`config.mk`:
```
export PLATFORM = sky130hd
export DESIGN_NAME = pcd_top
export DESIGN_NICKNAME = d
export VERILOG_FILES = /design/src/verilog/pcd_pkg.sv /design/src/verilog/pcd_cmd_reg.sv /design/src/verilog/pcd_top.sv
export VERILOG_INCLUDE_DIRS = /design/src /design/src/verilog
export SDC_FILE = /design/constraint.sdc
export NUM_CORES = 1
export LEC_CHECK = 0
export ABC_AREA = 0
export BUFFER_PORTS_ARGS = -buffer_cell sky130_fd_sc_hd__buf_2
export CORE_ASPECT_RATIO = 0.8
export CORE_UTILIZATION = 51
export CTS_CLUSTER_SIZE = 10
export DETAILED_ROUTE_END_ITERATION = 10
export PLACE_DENSITY_LB_ADDON = 0.15
export SLEW_MARGIN = 20
export SYNTH_ARGS = -nofsm -noshare
export SYNTH_HDL_FRONTEND = slang
export SYNTH_SLANG_ARGS = --single-unit
```
`constraint.sdc`:
```
create_clock -name clk -period 3.2 [get_ports clk]
set_clock_uncertainty 0.15 [all_clocks]
set_input_delay 0.48 -clock clk [delete_from_list [all_inputs] [get_ports clk]]
set_output_delay 0.48 -clock clk [all_outputs]
set_load 0.02 [all_outputs]
```
`src/verilog/pcd_map.svh`:
```
`ifndef PCD_MAP_SVH
`define PCD_MAP_SVH

// ==========================================================================
// register offsets
`define PCD_FAULT_STATUS_OFFSET   8'h1F
`define PCD_COMMAND_ENTRY_OFFSET  8'h23

// ==========================================================================
// reset values
`define PCD_FAULT_STATUS_RESET    8'h80
`define PCD_COMMAND_ENTRY_RESET   8'h00

// ==========================================================================
// fault status field positions
`define PCD_FLT_ALL_REGS_RESET_BIT 7
`define PCD_FLT_VCONN_OVERCURRENT_FLAG_BIT      1
`define PCD_FLT_HOST_BUS_ERR_BIT   0

// ==========================================================================
// command codes
`define PCD_CMD_WAKE_HOST_IF      8'h11
`define PCD_CMD_PRESENCE_OFF      8'h22
`define PCD_CMD_PRESENCE_ON       8'h33
`define PCD_CMD_SINK_OFF          8'h44
`define PCD_CMD_SINK_ON           8'h55
`define PCD_CMD_SOURCE_OFF        8'h66
`define PCD_CMD_SOURCE_5V         8'h77
`define PCD_CMD_SOURCE_RAISED     8'h88
`define PCD_CMD_CONN_SEARCH       8'h99
`define PCD_CMD_RX_FINAL          8'hAA
`define PCD_CMD_RESERVED_C        8'hCC
`define PCD_CMD_RESERVED_D        8'hDD
`define PCD_CMD_RESERVED_E        8'hEE
`define PCD_CMD_HOST_IF_IDLE      8'hFF

// ==========================================================================
// role field codes and transmit limits
`define PCD_CC_RP                 2'h1
`define PCD_CC_RD                 2'h2
`define PCD_TX_MIN_BYTES          8'h02

`endif

```
`src/verilog/pcd_pkg.sv`:
```
`default_nettype none
package pcd_pkg;

    // ======================================================================
    // port role register fields, as seen by the decoder
    typedef struct packed {
        logic       drp;
        logic [1:0] cc2;
        logic [1:0] cc1;
    } pcd_role_t;

    // ======================================================================
    // vbus path enables driven to the power stage
    typedef struct packed {
        logic src_en;
        logic src_hv;
        logic snk_en;
        logic det_en;
    } pcd_power_t;

    // ======================================================================
    // register access from the host serial interface
    typedef struct packed {
        logic       wr;
        logic       rd;
        logic [7:0] addr;
        logic [7:0] wdata;
    } pcd_reg_req_t;

    typedef enum logic {
        PCD_RXF_IDLE,
        PCD_RXF_ARMED
    } pcd_rxf_state_t;

endpackage
`default_nettype wire

```
`src/verilog/pcd_cmd_reg.sv`:
```
`timescale 1ns/1ps
`default_nettype none
`include "pcd_map.svh"

module pcd_cmd_reg (
    // clock and reset
    input  wire logic       clk,
    input  wire logic       srst,
    // host write
    input  wire logic       wr_stb,
    input  wire logic [7:0] wdata,
    // command out
    output logic      [7:0] cmd_byte_r,
    output logic            cmd_valid_r
);

    // ======================================================================
    // command holding register
    // a new write in the clear cycle wins so no command is lost
    always_ff @(posedge clk) begin
        if (srst) begin
            cmd_byte_r <= `PCD_COMMAND_ENTRY_RESET;
        end else if (wr_stb) begin
            cmd_byte_r <= wdata;
        end else if (cmd_valid_r) begin
            cmd_byte_r <= `PCD_COMMAND_ENTRY_RESET;
        end
    end

    // one pulse per completed write, so a byte acts only once
    always_ff @(posedge clk) begin
        if (srst) begin
            cmd_valid_r <= 1'b0;
        end else begin
            cmd_valid_r <= wr_stb;
        end
    end

endmodule
`default_nettype wire

```
`src/verilog/pcd_top.sv`:
```
// Operation
// - latch vconn over-current in fault bit 1
// - sink transmit with under two bytes errors
// - fault bits clear only on written one
// - invalid connection state sets host bus error
// - wake command only wakes host interface
// - presence off, refused while sourcing or sinking
// - presence on enables vbus detection
// - sink off keeps presence detection on
// - sink on, refused while sourcing
// - source off keeps presence detection on
// - source 5v, refused while sinking
// - raised voltage needs 5v source, capability
// - connection search starts drp toggling conditionally
// - final packet: clear rx config after goodcrc
// - reserved codes do nothing
// - idle command idles host interface
// - command at 23h, resets zero, auto-clears
// - presence flag follows vbus when enabled
`timescale 1ns/1ps
`default_nettype none
`include "pcd_map.svh"

module pcd_top
    import pcd_pkg::*;
#(
    parameter int ADDR_W        = 8,
    parameter bit SRC_HV_CAPABLE = 1'b1
) (
    // clock and reset
    input  wire logic         clk,
    input  wire logic         srst,
    // register access from host serial interface
    input  wire pcd_reg_req_t reg_req,
    output logic [7:0]        reg_rdata_r,
    // analog pins, asynchronous
    input  wire logic         vconn_overcurrent_flag_pin,
    input  wire logic         vbus_above_pin,
    // same-clock status from neighbouring logic
    input  wire pcd_role_t    role,
    input  wire logic         invalid_conn_reached,
    input  wire logic         sink_tx_req,
    input  wire logic [7:0]   outgoing_byte_count,
    input  wire logic         goodcrc_sent,
    // power path and detection
    output pcd_power_t        power_r,
    output logic              bus_power_present_r,
    // connection search
    output logic              toggle_start_r,
    output logic              toggle_start_rd_r,
    // receiver control
    output logic              rx_final_armed_r,
    output logic              rx_detect_clear_r,
    // host interface power state
    output logic              host_if_idle_r,
    output logic              host_if_wake_r,
    // fault status mirror
    output logic [7:0]        fault_status_r
);

    // ======================================================================
    // elaboration checks
    if (ADDR_W != 8) begin : g_bad_addr
        $error("pcd_top: register address must be 8 bits wide");
    end

    // ======================================================================
    // pin synchronisers
    logic ocp_meta_r;
    logic ocp_sync_r;
    logic vbus_meta_r;
    logic vbus_sync_r;

    always_ff @(posedge clk) begin
        if (srst) begin
            ocp_meta_r  <= 1'b0;
            ocp_sync_r  <= 1'b0;
            vbus_meta_r <= 1'b0;
            vbus_sync_r <= 1'b0;
        end else begin
            ocp_meta_r  <= vconn_overcurrent_flag_pin;
            ocp_sync_r  <= ocp_meta_r;
            vbus_meta_r <= vbus_above_pin;
            vbus_sync_r <= vbus_meta_r;
        end
    end

    // ======================================================================
    // command register
    logic       cmd_wr;
    logic [7:0] cmd_byte;
    logic       cmd_valid;

    assign cmd_wr = reg_req.wr && (reg_req.addr == `PCD_COMMAND_ENTRY_OFFSET);

    pcd_cmd_reg u_cmd_reg (
        .clk         (clk),
        .srst        (srst),
        .wr_stb      (cmd_wr),
        .wdata       (reg_req.wdata),
        .cmd_byte_r  (cmd_byte),
        .cmd_valid_r (cmd_valid)
    );

    // ======================================================================
    // command decode
    pcd_power_t power_nxt;
    logic       cmd_err;
    logic       search_go;
    logic       search_rd;
    logic       rxf_arm;
    logic       idle_cmd;
    logic       wake_cmd;
    logic       cc_rp_both;
    logic       cc_rd_both;

    assign cc_rp_both = (role.cc1 == `PCD_CC_RP) && (role.cc2 == `PCD_CC_RP);
    assign cc_rd_both = (role.cc1 == `PCD_CC_RD) && (role.cc2 == `PCD_CC_RD);

    always_comb begin
        power_nxt = power_r;
        cmd_err   = 1'b0;
        search_go = 1'b0;
        search_rd = 1'b0;
        rxf_arm   = 1'b0;
        idle_cmd  = 1'b0;
        wake_cmd  = 1'b0;
        if (cmd_valid) begin
            unique case (cmd_byte)
                `PCD_CMD_WAKE_HOST_IF: begin
                    wake_cmd = 1'b1;
                end
                `PCD_CMD_PRESENCE_OFF: begin
                    if (power_r.src_en || power_r.snk_en) begin
                        cmd_err = 1'b1;
                    end else begin
                        power_nxt.det_en = 1'b0;
                    end
                end
                `PCD_CMD_PRESENCE_ON: begin
                    power_nxt.det_en = 1'b1;
                end
                `PCD_CMD_SINK_OFF: begin
                    power_nxt.snk_en = 1'b0;
                end
                `PCD_CMD_SINK_ON: begin
                    if (power_r.src_en) begin
                        cmd_err = 1'b1;
                    end else begin
                        power_nxt.snk_en = 1'b1;
                        power_nxt.det_en = 1'b1;
                    end
                end
                `PCD_CMD_SOURCE_OFF: begin
                    power_nxt.src_en = 1'b0;
                    power_nxt.src_hv = 1'b0;
                end
                `PCD_CMD_SOURCE_5V: begin
                    if (power_r.snk_en) begin
                        cmd_err = 1'b1;
                    end else begin
                        power_nxt.src_en = 1'b1;
                        power_nxt.src_hv = 1'b0;
                        power_nxt.det_en = 1'b1;
                    end
                end
                `PCD_CMD_SOURCE_RAISED: begin
                    // a 5v source must already be up before stepping higher
                    if (!power_r.src_en || power_r.snk_en || !SRC_HV_CAPABLE) begin
                        cmd_err = 1'b1;
                    end else begin
                        power_nxt.src_hv = 1'b1;
                    end
                end
                `PCD_CMD_CONN_SEARCH: begin
                    // reissue restarts search even with unchanged roles
                    search_go = role.drp && (cc_rp_both || cc_rd_both);
                    search_rd = cc_rd_both;
                end
                `PCD_CMD_RX_FINAL: begin
                    rxf_arm = 1'b1;
                end
                `PCD_CMD_RESERVED_C,
                `PCD_CMD_RESERVED_D,
                `PCD_CMD_RESERVED_E: begin
                    power_nxt = power_r;
                end
                `PCD_CMD_HOST_IF_IDLE: begin
                    idle_cmd = 1'b1;
                end
                default: begin
                    power_nxt = power_r;
                end
            endcase
        end
    end

    // ======================================================================
    // power path state
    always_ff @(posedge clk) begin
        if (srst) begin
            power_r <= '0;
        end else begin
            power_r <= power_nxt;
        end
    end

    // detection gate; analog hysteresis sits ahead of the pin
    always_ff @(posedge clk) begin
        if (srst) begin
            bus_power_present_r <= 1'b0;
        end else begin
            bus_power_present_r <= power_r.det_en && vbus_sync_r;
        end
    end

    // ======================================================================
    // connection search start
    always_ff @(posedge clk) begin
        if (srst) begin
            toggle_start_r    <= 1'b0;
            toggle_start_rd_r <= 1'b0;
        end else begin
            toggle_start_r <= search_go;
            if (search_go) begin
                toggle_start_rd_r <= search_rd;
            end
        end
    end

    // ======================================================================
    // receive final packet sequencer
    pcd_rxf_state_t rxf_state_r;

    always_ff @(posedge clk) begin
        if (srst) begin
            rxf_state_r       <= PCD_RXF_IDLE;
            rx_detect_clear_r <= 1'b0;
        end else begin
            rx_detect_clear_r <= 1'b0;
            unique case (rxf_state_r)
                PCD_RXF_IDLE: begin
                    if (rxf_arm) begin
                        rxf_state_r <= PCD_RXF_ARMED;
                    end
                end
                PCD_RXF_ARMED: begin
                    if (goodcrc_sent) begin
                        rx_detect_clear_r <= 1'b1;
                        rxf_state_r       <= rxf_arm ? PCD_RXF_ARMED : PCD_RXF_IDLE;
                    end
                end
            endcase
        end
    end

    assign rx_final_armed_r = (rxf_state_r == PCD_RXF_ARMED);

    // ======================================================================
    // host interface idle and wake
    always_ff @(posedge clk) begin
        if (srst) begin
            host_if_idle_r <= 1'b0;
            host_if_wake_r <= 1'b0;
        end else begin
            host_if_wake_r <= wake_cmd;
            if (idle_cmd) begin
                host_if_idle_r <= 1'b1;
            end else if (wake_cmd) begin
                host_if_idle_r <= 1'b0;
            end
        end
    end

    // ======================================================================
    // fault status, write one to clear, set wins over clear
    logic       flt_wr;
    logic [7:0] flt_clr;
    logic       err_set;
    logic       tx_short;

    assign flt_wr   = reg_req.wr && (reg_req.addr == `PCD_FAULT_STATUS_OFFSET);
    assign flt_clr  = flt_wr ? reg_req.wdata : 8'h00;
    assign tx_short = sink_tx_req && (outgoing_byte_count < `PCD_TX_MIN_BYTES);
    assign err_set  = cmd_err || tx_short || invalid_conn_reached;

    always_ff @(posedge clk) begin
        if (srst) begin
            fault_status_r <= `PCD_FAULT_STATUS_RESET;
        end else begin
            fault_status_r[7] <= fault_status_r[7] && !flt_clr[7];
            fault_status_r[6:2] <= 5'h00;
            fault_status_r[1] <= ocp_sync_r || (fault_status_r[1] && !flt_clr[1]);
            fault_status_r[0] <= err_set || (fault_status_r[0] && !flt_clr[0]);
        end
    end

    // ======================================================================
    // register read
    always_ff @(posedge clk) begin
        if (srst) begin
            reg_rdata_r <= 8'h00;
        end else if (reg_req.rd) begin
            unique case (reg_req.addr)
                `PCD_FAULT_STATUS_OFFSET:  reg_rdata_r <= fault_status_r;
                `PCD_COMMAND_ENTRY_OFFSET: reg_rdata_r <= cmd_byte;
                default:                   reg_rdata_r <= 8'h00;
            endcase
        end
    end
endmodule
`default_nettype wire
```
==> run_results.csv <==
group,metric,value,unit
status,status,"complete, no violations",
floorplan,fp-row-count,17,
floorplan,die_area,0.00339,mm²
timing,worstMarginPinSlew,0.630,ns
cells_and_area,n_fill_cell,245,
drt,firstDrtPassIters,4,
floorplan,die_w,64.9,µm
synth,synth_cell_types,44,
clocking,cts_setup_buffers,0,
timing,tns,0,ns
synth,synthAdderAreaFrac,0,%
synth,syn_inst,180,
drt,initialDrtViolationCount,117,
cells_and_area,nets,274,
worst_setup_path,cp_slowest_cell,"nor4_4",
worst_setup_path,slowest_delay,0.53,ns
clocking,cts_buffer_depth,2,
timing,rsz0062_at_grt,"false",
placed_design,routabilityCongestion,0.804,
cells_and_area,diodes,0,
cells_and_area,drive_gt1_share,32.1,%
synth,synth-warning-count,0,
flow_run,max_cap_viol_count,0,
worst_setup_path,startpoint,"reg_req[14]",
floorplan,initial_utilization,56.2,%
clocking,cts-buffers-inserted,5,
global_route,grt_start_max_net_pins,36,
worst_setup_path,end_kind,"flip-flop",
global_route,grt-ovfl-total,0,
synth,synth_top_family_by_area,"simple AND/OR/NAND/NOR gates",
cells_and_area,final_cell_mix,"buf_2 (58), dfxtp_1 (35), a21oi_1 (20), nand3_1 (19), nor2_1 (14)",
drt,ant_nets,0,
clocking,cts_tree,"built",
synth,syn_area_per_cell,8.97,µm²
power_and_ir_drop,power.internal,0.000621,W
worst_setup_path,critPathMaxFanout,10,
floorplan,core-area,0.00287,mm²
synth,synth-xor-area-share,0,%
drt,dr_total_vias,1533,
min_path,hp-start,"role[0]",
worst_setup_path,cp_num_buf_inv,1,
worst_setup_path,r2r_start,"u_cmd_reg.cmd_byte_r[7]",
power_and_ir_drop,clkPwrFrac,37.1,%
synth,synth_area,0.00161,mm²
drt,drc_errors,0,
clocking,clk_pin_slew,0.07,ns
synth,synth_mux_area_share,0,%
synth,synth_compound_area_share,18.4,%
clocking,clockRootBuffer,"clkbuf_8",
clocking,cts_resized,0,
power_and_ir_drop,p_seq_share,55.2,%
timing,finalCriticalPeriod,1.92,ns
worst_setup_path,crit_type,"input pin to flip-flop",
synth,ys_seq_area_share,43.4,%
power_and_ir_drop,p_sw_share,22.8,%
worst_setup_path,cp-start-kind,"input pin",
timing,fmax,0.520,GHz
drt,routed_via_density,5.57,
drt,wl_per_cell,13.3,µm
timing,timing.hold.ws,0.259,ns
worst_setup_path,cp_top_family,"simple AND/OR/NAND/NOR gates",
floorplan,design.portCount,65,
timing,setup_viol,0,
worst_setup_path,worstPathArrival,1.98,ns
clocking,htree_levels,2,
power_and_ir_drop,p_leak,0.760,nW
power_and_ir_drop,vdd_drop_max,268,µV
placed_design,port_buffers,58,
timing,period_share,60.1,%
min_path,hold_path_class,"input pin to flip-flop",
clocking,insertion_delay,0.28,ns
floorplan,die_y,52.3,µm
global_route,grt_pass1_vias,1417,
drt,routed_wl,3.65,mm
cells_and_area,layout-area-overhead-vs-synth,22.2,%
clocking,cts_hold_buffers,0,
synth,synthSimpleGateAreaFrac,32.2,%
global_route,grt_use_total,24.2,%
worst_setup_path,crit_chain,"buf_2, nand4bb_4, nor4_4, and2_1, nand2_1, a21oi_1",
timing,max_slew_margin,58.0,%
power_and_ir_drop,power_density,408,mW/mm²
clocking,cts_sinks,35,
power_and_ir_drop,comb_power_share,7.6,%
synth,synth_seq_cells,35,
global_route,grt_pass1_wl,6.08,mm
power_and_ir_drop,power.switching,0.000183,W
timing,maxSlewViolCount,0,
cells_and_area,layout_commonest_cell,"buf_2",
placed_design,dp_hpwl,2.70,mm
worst_setup_path,worstPathRequired,3.26,ns
timing,hold_viol_final,0,
global_route,grt_antenna_before_repair,0,
power_and_ir_drop,p_total,0.000804,W
[metal layers]
metal | vias up | share of wire, % | wire length, µm | global-route usage [%]
met5 | - | 0 | 0 | 0
met1 | 719 | 44 | 1590 | 27.9
met4 | 0 | 0.47 | 17 | 8.52
li1 | 760 | - | - | -
met2 | 52 | 50 | 1810 | 42.5
met3 | 2 | 6.2 | 227 | 7.39
[synthesized netlist by cell type]
master	n	share of area (%)
nor4_1	2	0.78
buf_4	5	2.3
inv_1	4	0.93
a22oi_1	3	1.4
nor2b_1	4	1.6
buf_6	1	0.70
nor3_1	3	0.93
nor4b_1	1	0.54
nand4b_1	1	0.54
a21oi_2	3	1.6
nand2b_1	7	2.7
nand3b_1	1	0.47
nand3_1	19	5.9
dfxtp_1	35	43
nor2_1	14	3.3
and4bb_2	2	1.6
a21oi_1	20	6.2
a211oi_1	3	1.4
a22o_1	1	0.54
and2_1	3	1.2
o2bb2ai_1	2	1.1
buf_2	1	0.31
a221oi_2	1	0.93
o31a_1	1	0.54
a2bb2oi_1	2	1.1
nand4_1	5	1.9
nand2_1	12	2.8
clkbuf_1	6	1.4
or4_1	1	0.47
nor4_4	1	1.3
nand4bb_4	1	1.7
o21ai_0	2	0.62
and3b_1	1	0.54
nand4bb_1	2	1.4
o41ai_1	1	0.54
o21bai_1	1	0.47
o21ba_2	1	0.62
conb_1	1	0.23
nor4_2	1	0.78
a221oi_1	1	0.54
a21o_1	1	0.47
nor4bb_4	1	1.6
nand2_2	1	0.39
o22ai_1	1	0.39
[cell type report]
cell class,instances,area (µm²),share of cell area (%)
tap,38,47.5,2.41
sequential,35,701,35.5
clock buffer,7,76.3,3.87
multi-input combinational,132,837,42.4
clock inverter,1,5.00,0.254
inverter,4,15.0,0.761
timing repair buffer,58,290,14.7
[kinds of logic after synthesis]
logic type	count (synthesis)
buffers and inverters	17
AOI/OAI and AO/OA	44
and+or+nand+nor	83
other	1
DFF	35
[flip-flops by register name, summed over array words and instances, names as in the netlist, 3 cells and up]
register              flops
reg_rdata_r               8
fault_status_r            3
u_cmd_reg.cmd_byte_r      8
power_r                   4
[stage by stage]
step	std cells	area (µm²)	utilization (%)	worst slack, ns
final	275	1970	68.7	1.28
after global routing	275	1970	68.7	1.16
after CTS	275	1970	68.7	1.31
after detailed placement	267	1890	65.8	1.03
after global placement	267	1890	65.8	1.09
after floorplan	184	1630	-	1.41
[final timing paths]
kind                                   to  depth (start not counted)  slack, ns
setup / recovery  u_cmd_reg.cmd_byte_r[3]                          6       1.28
hold / removal          toggle_start_rd_r                          2       0.26
setup reg to reg        fault_status_r[0]                          5       1.42
hold reg to reg               vbus_sync_r                          1       0.30
[power groups by stage]
stage	registers [W]	clock network (W)	logic, W
floorplan	0.000458	0	0.0000307
global placement	0.000454	0	0.0000602
detailed placement	0.000454	0	0.0000616
CTS	0.000444	0.000308	0.0000618
global route	0.000445	0.000327	0.0000679
finish	0.000444	0.000299	0.0000615
No activity file was read; power rests on OpenSTA's default activity.
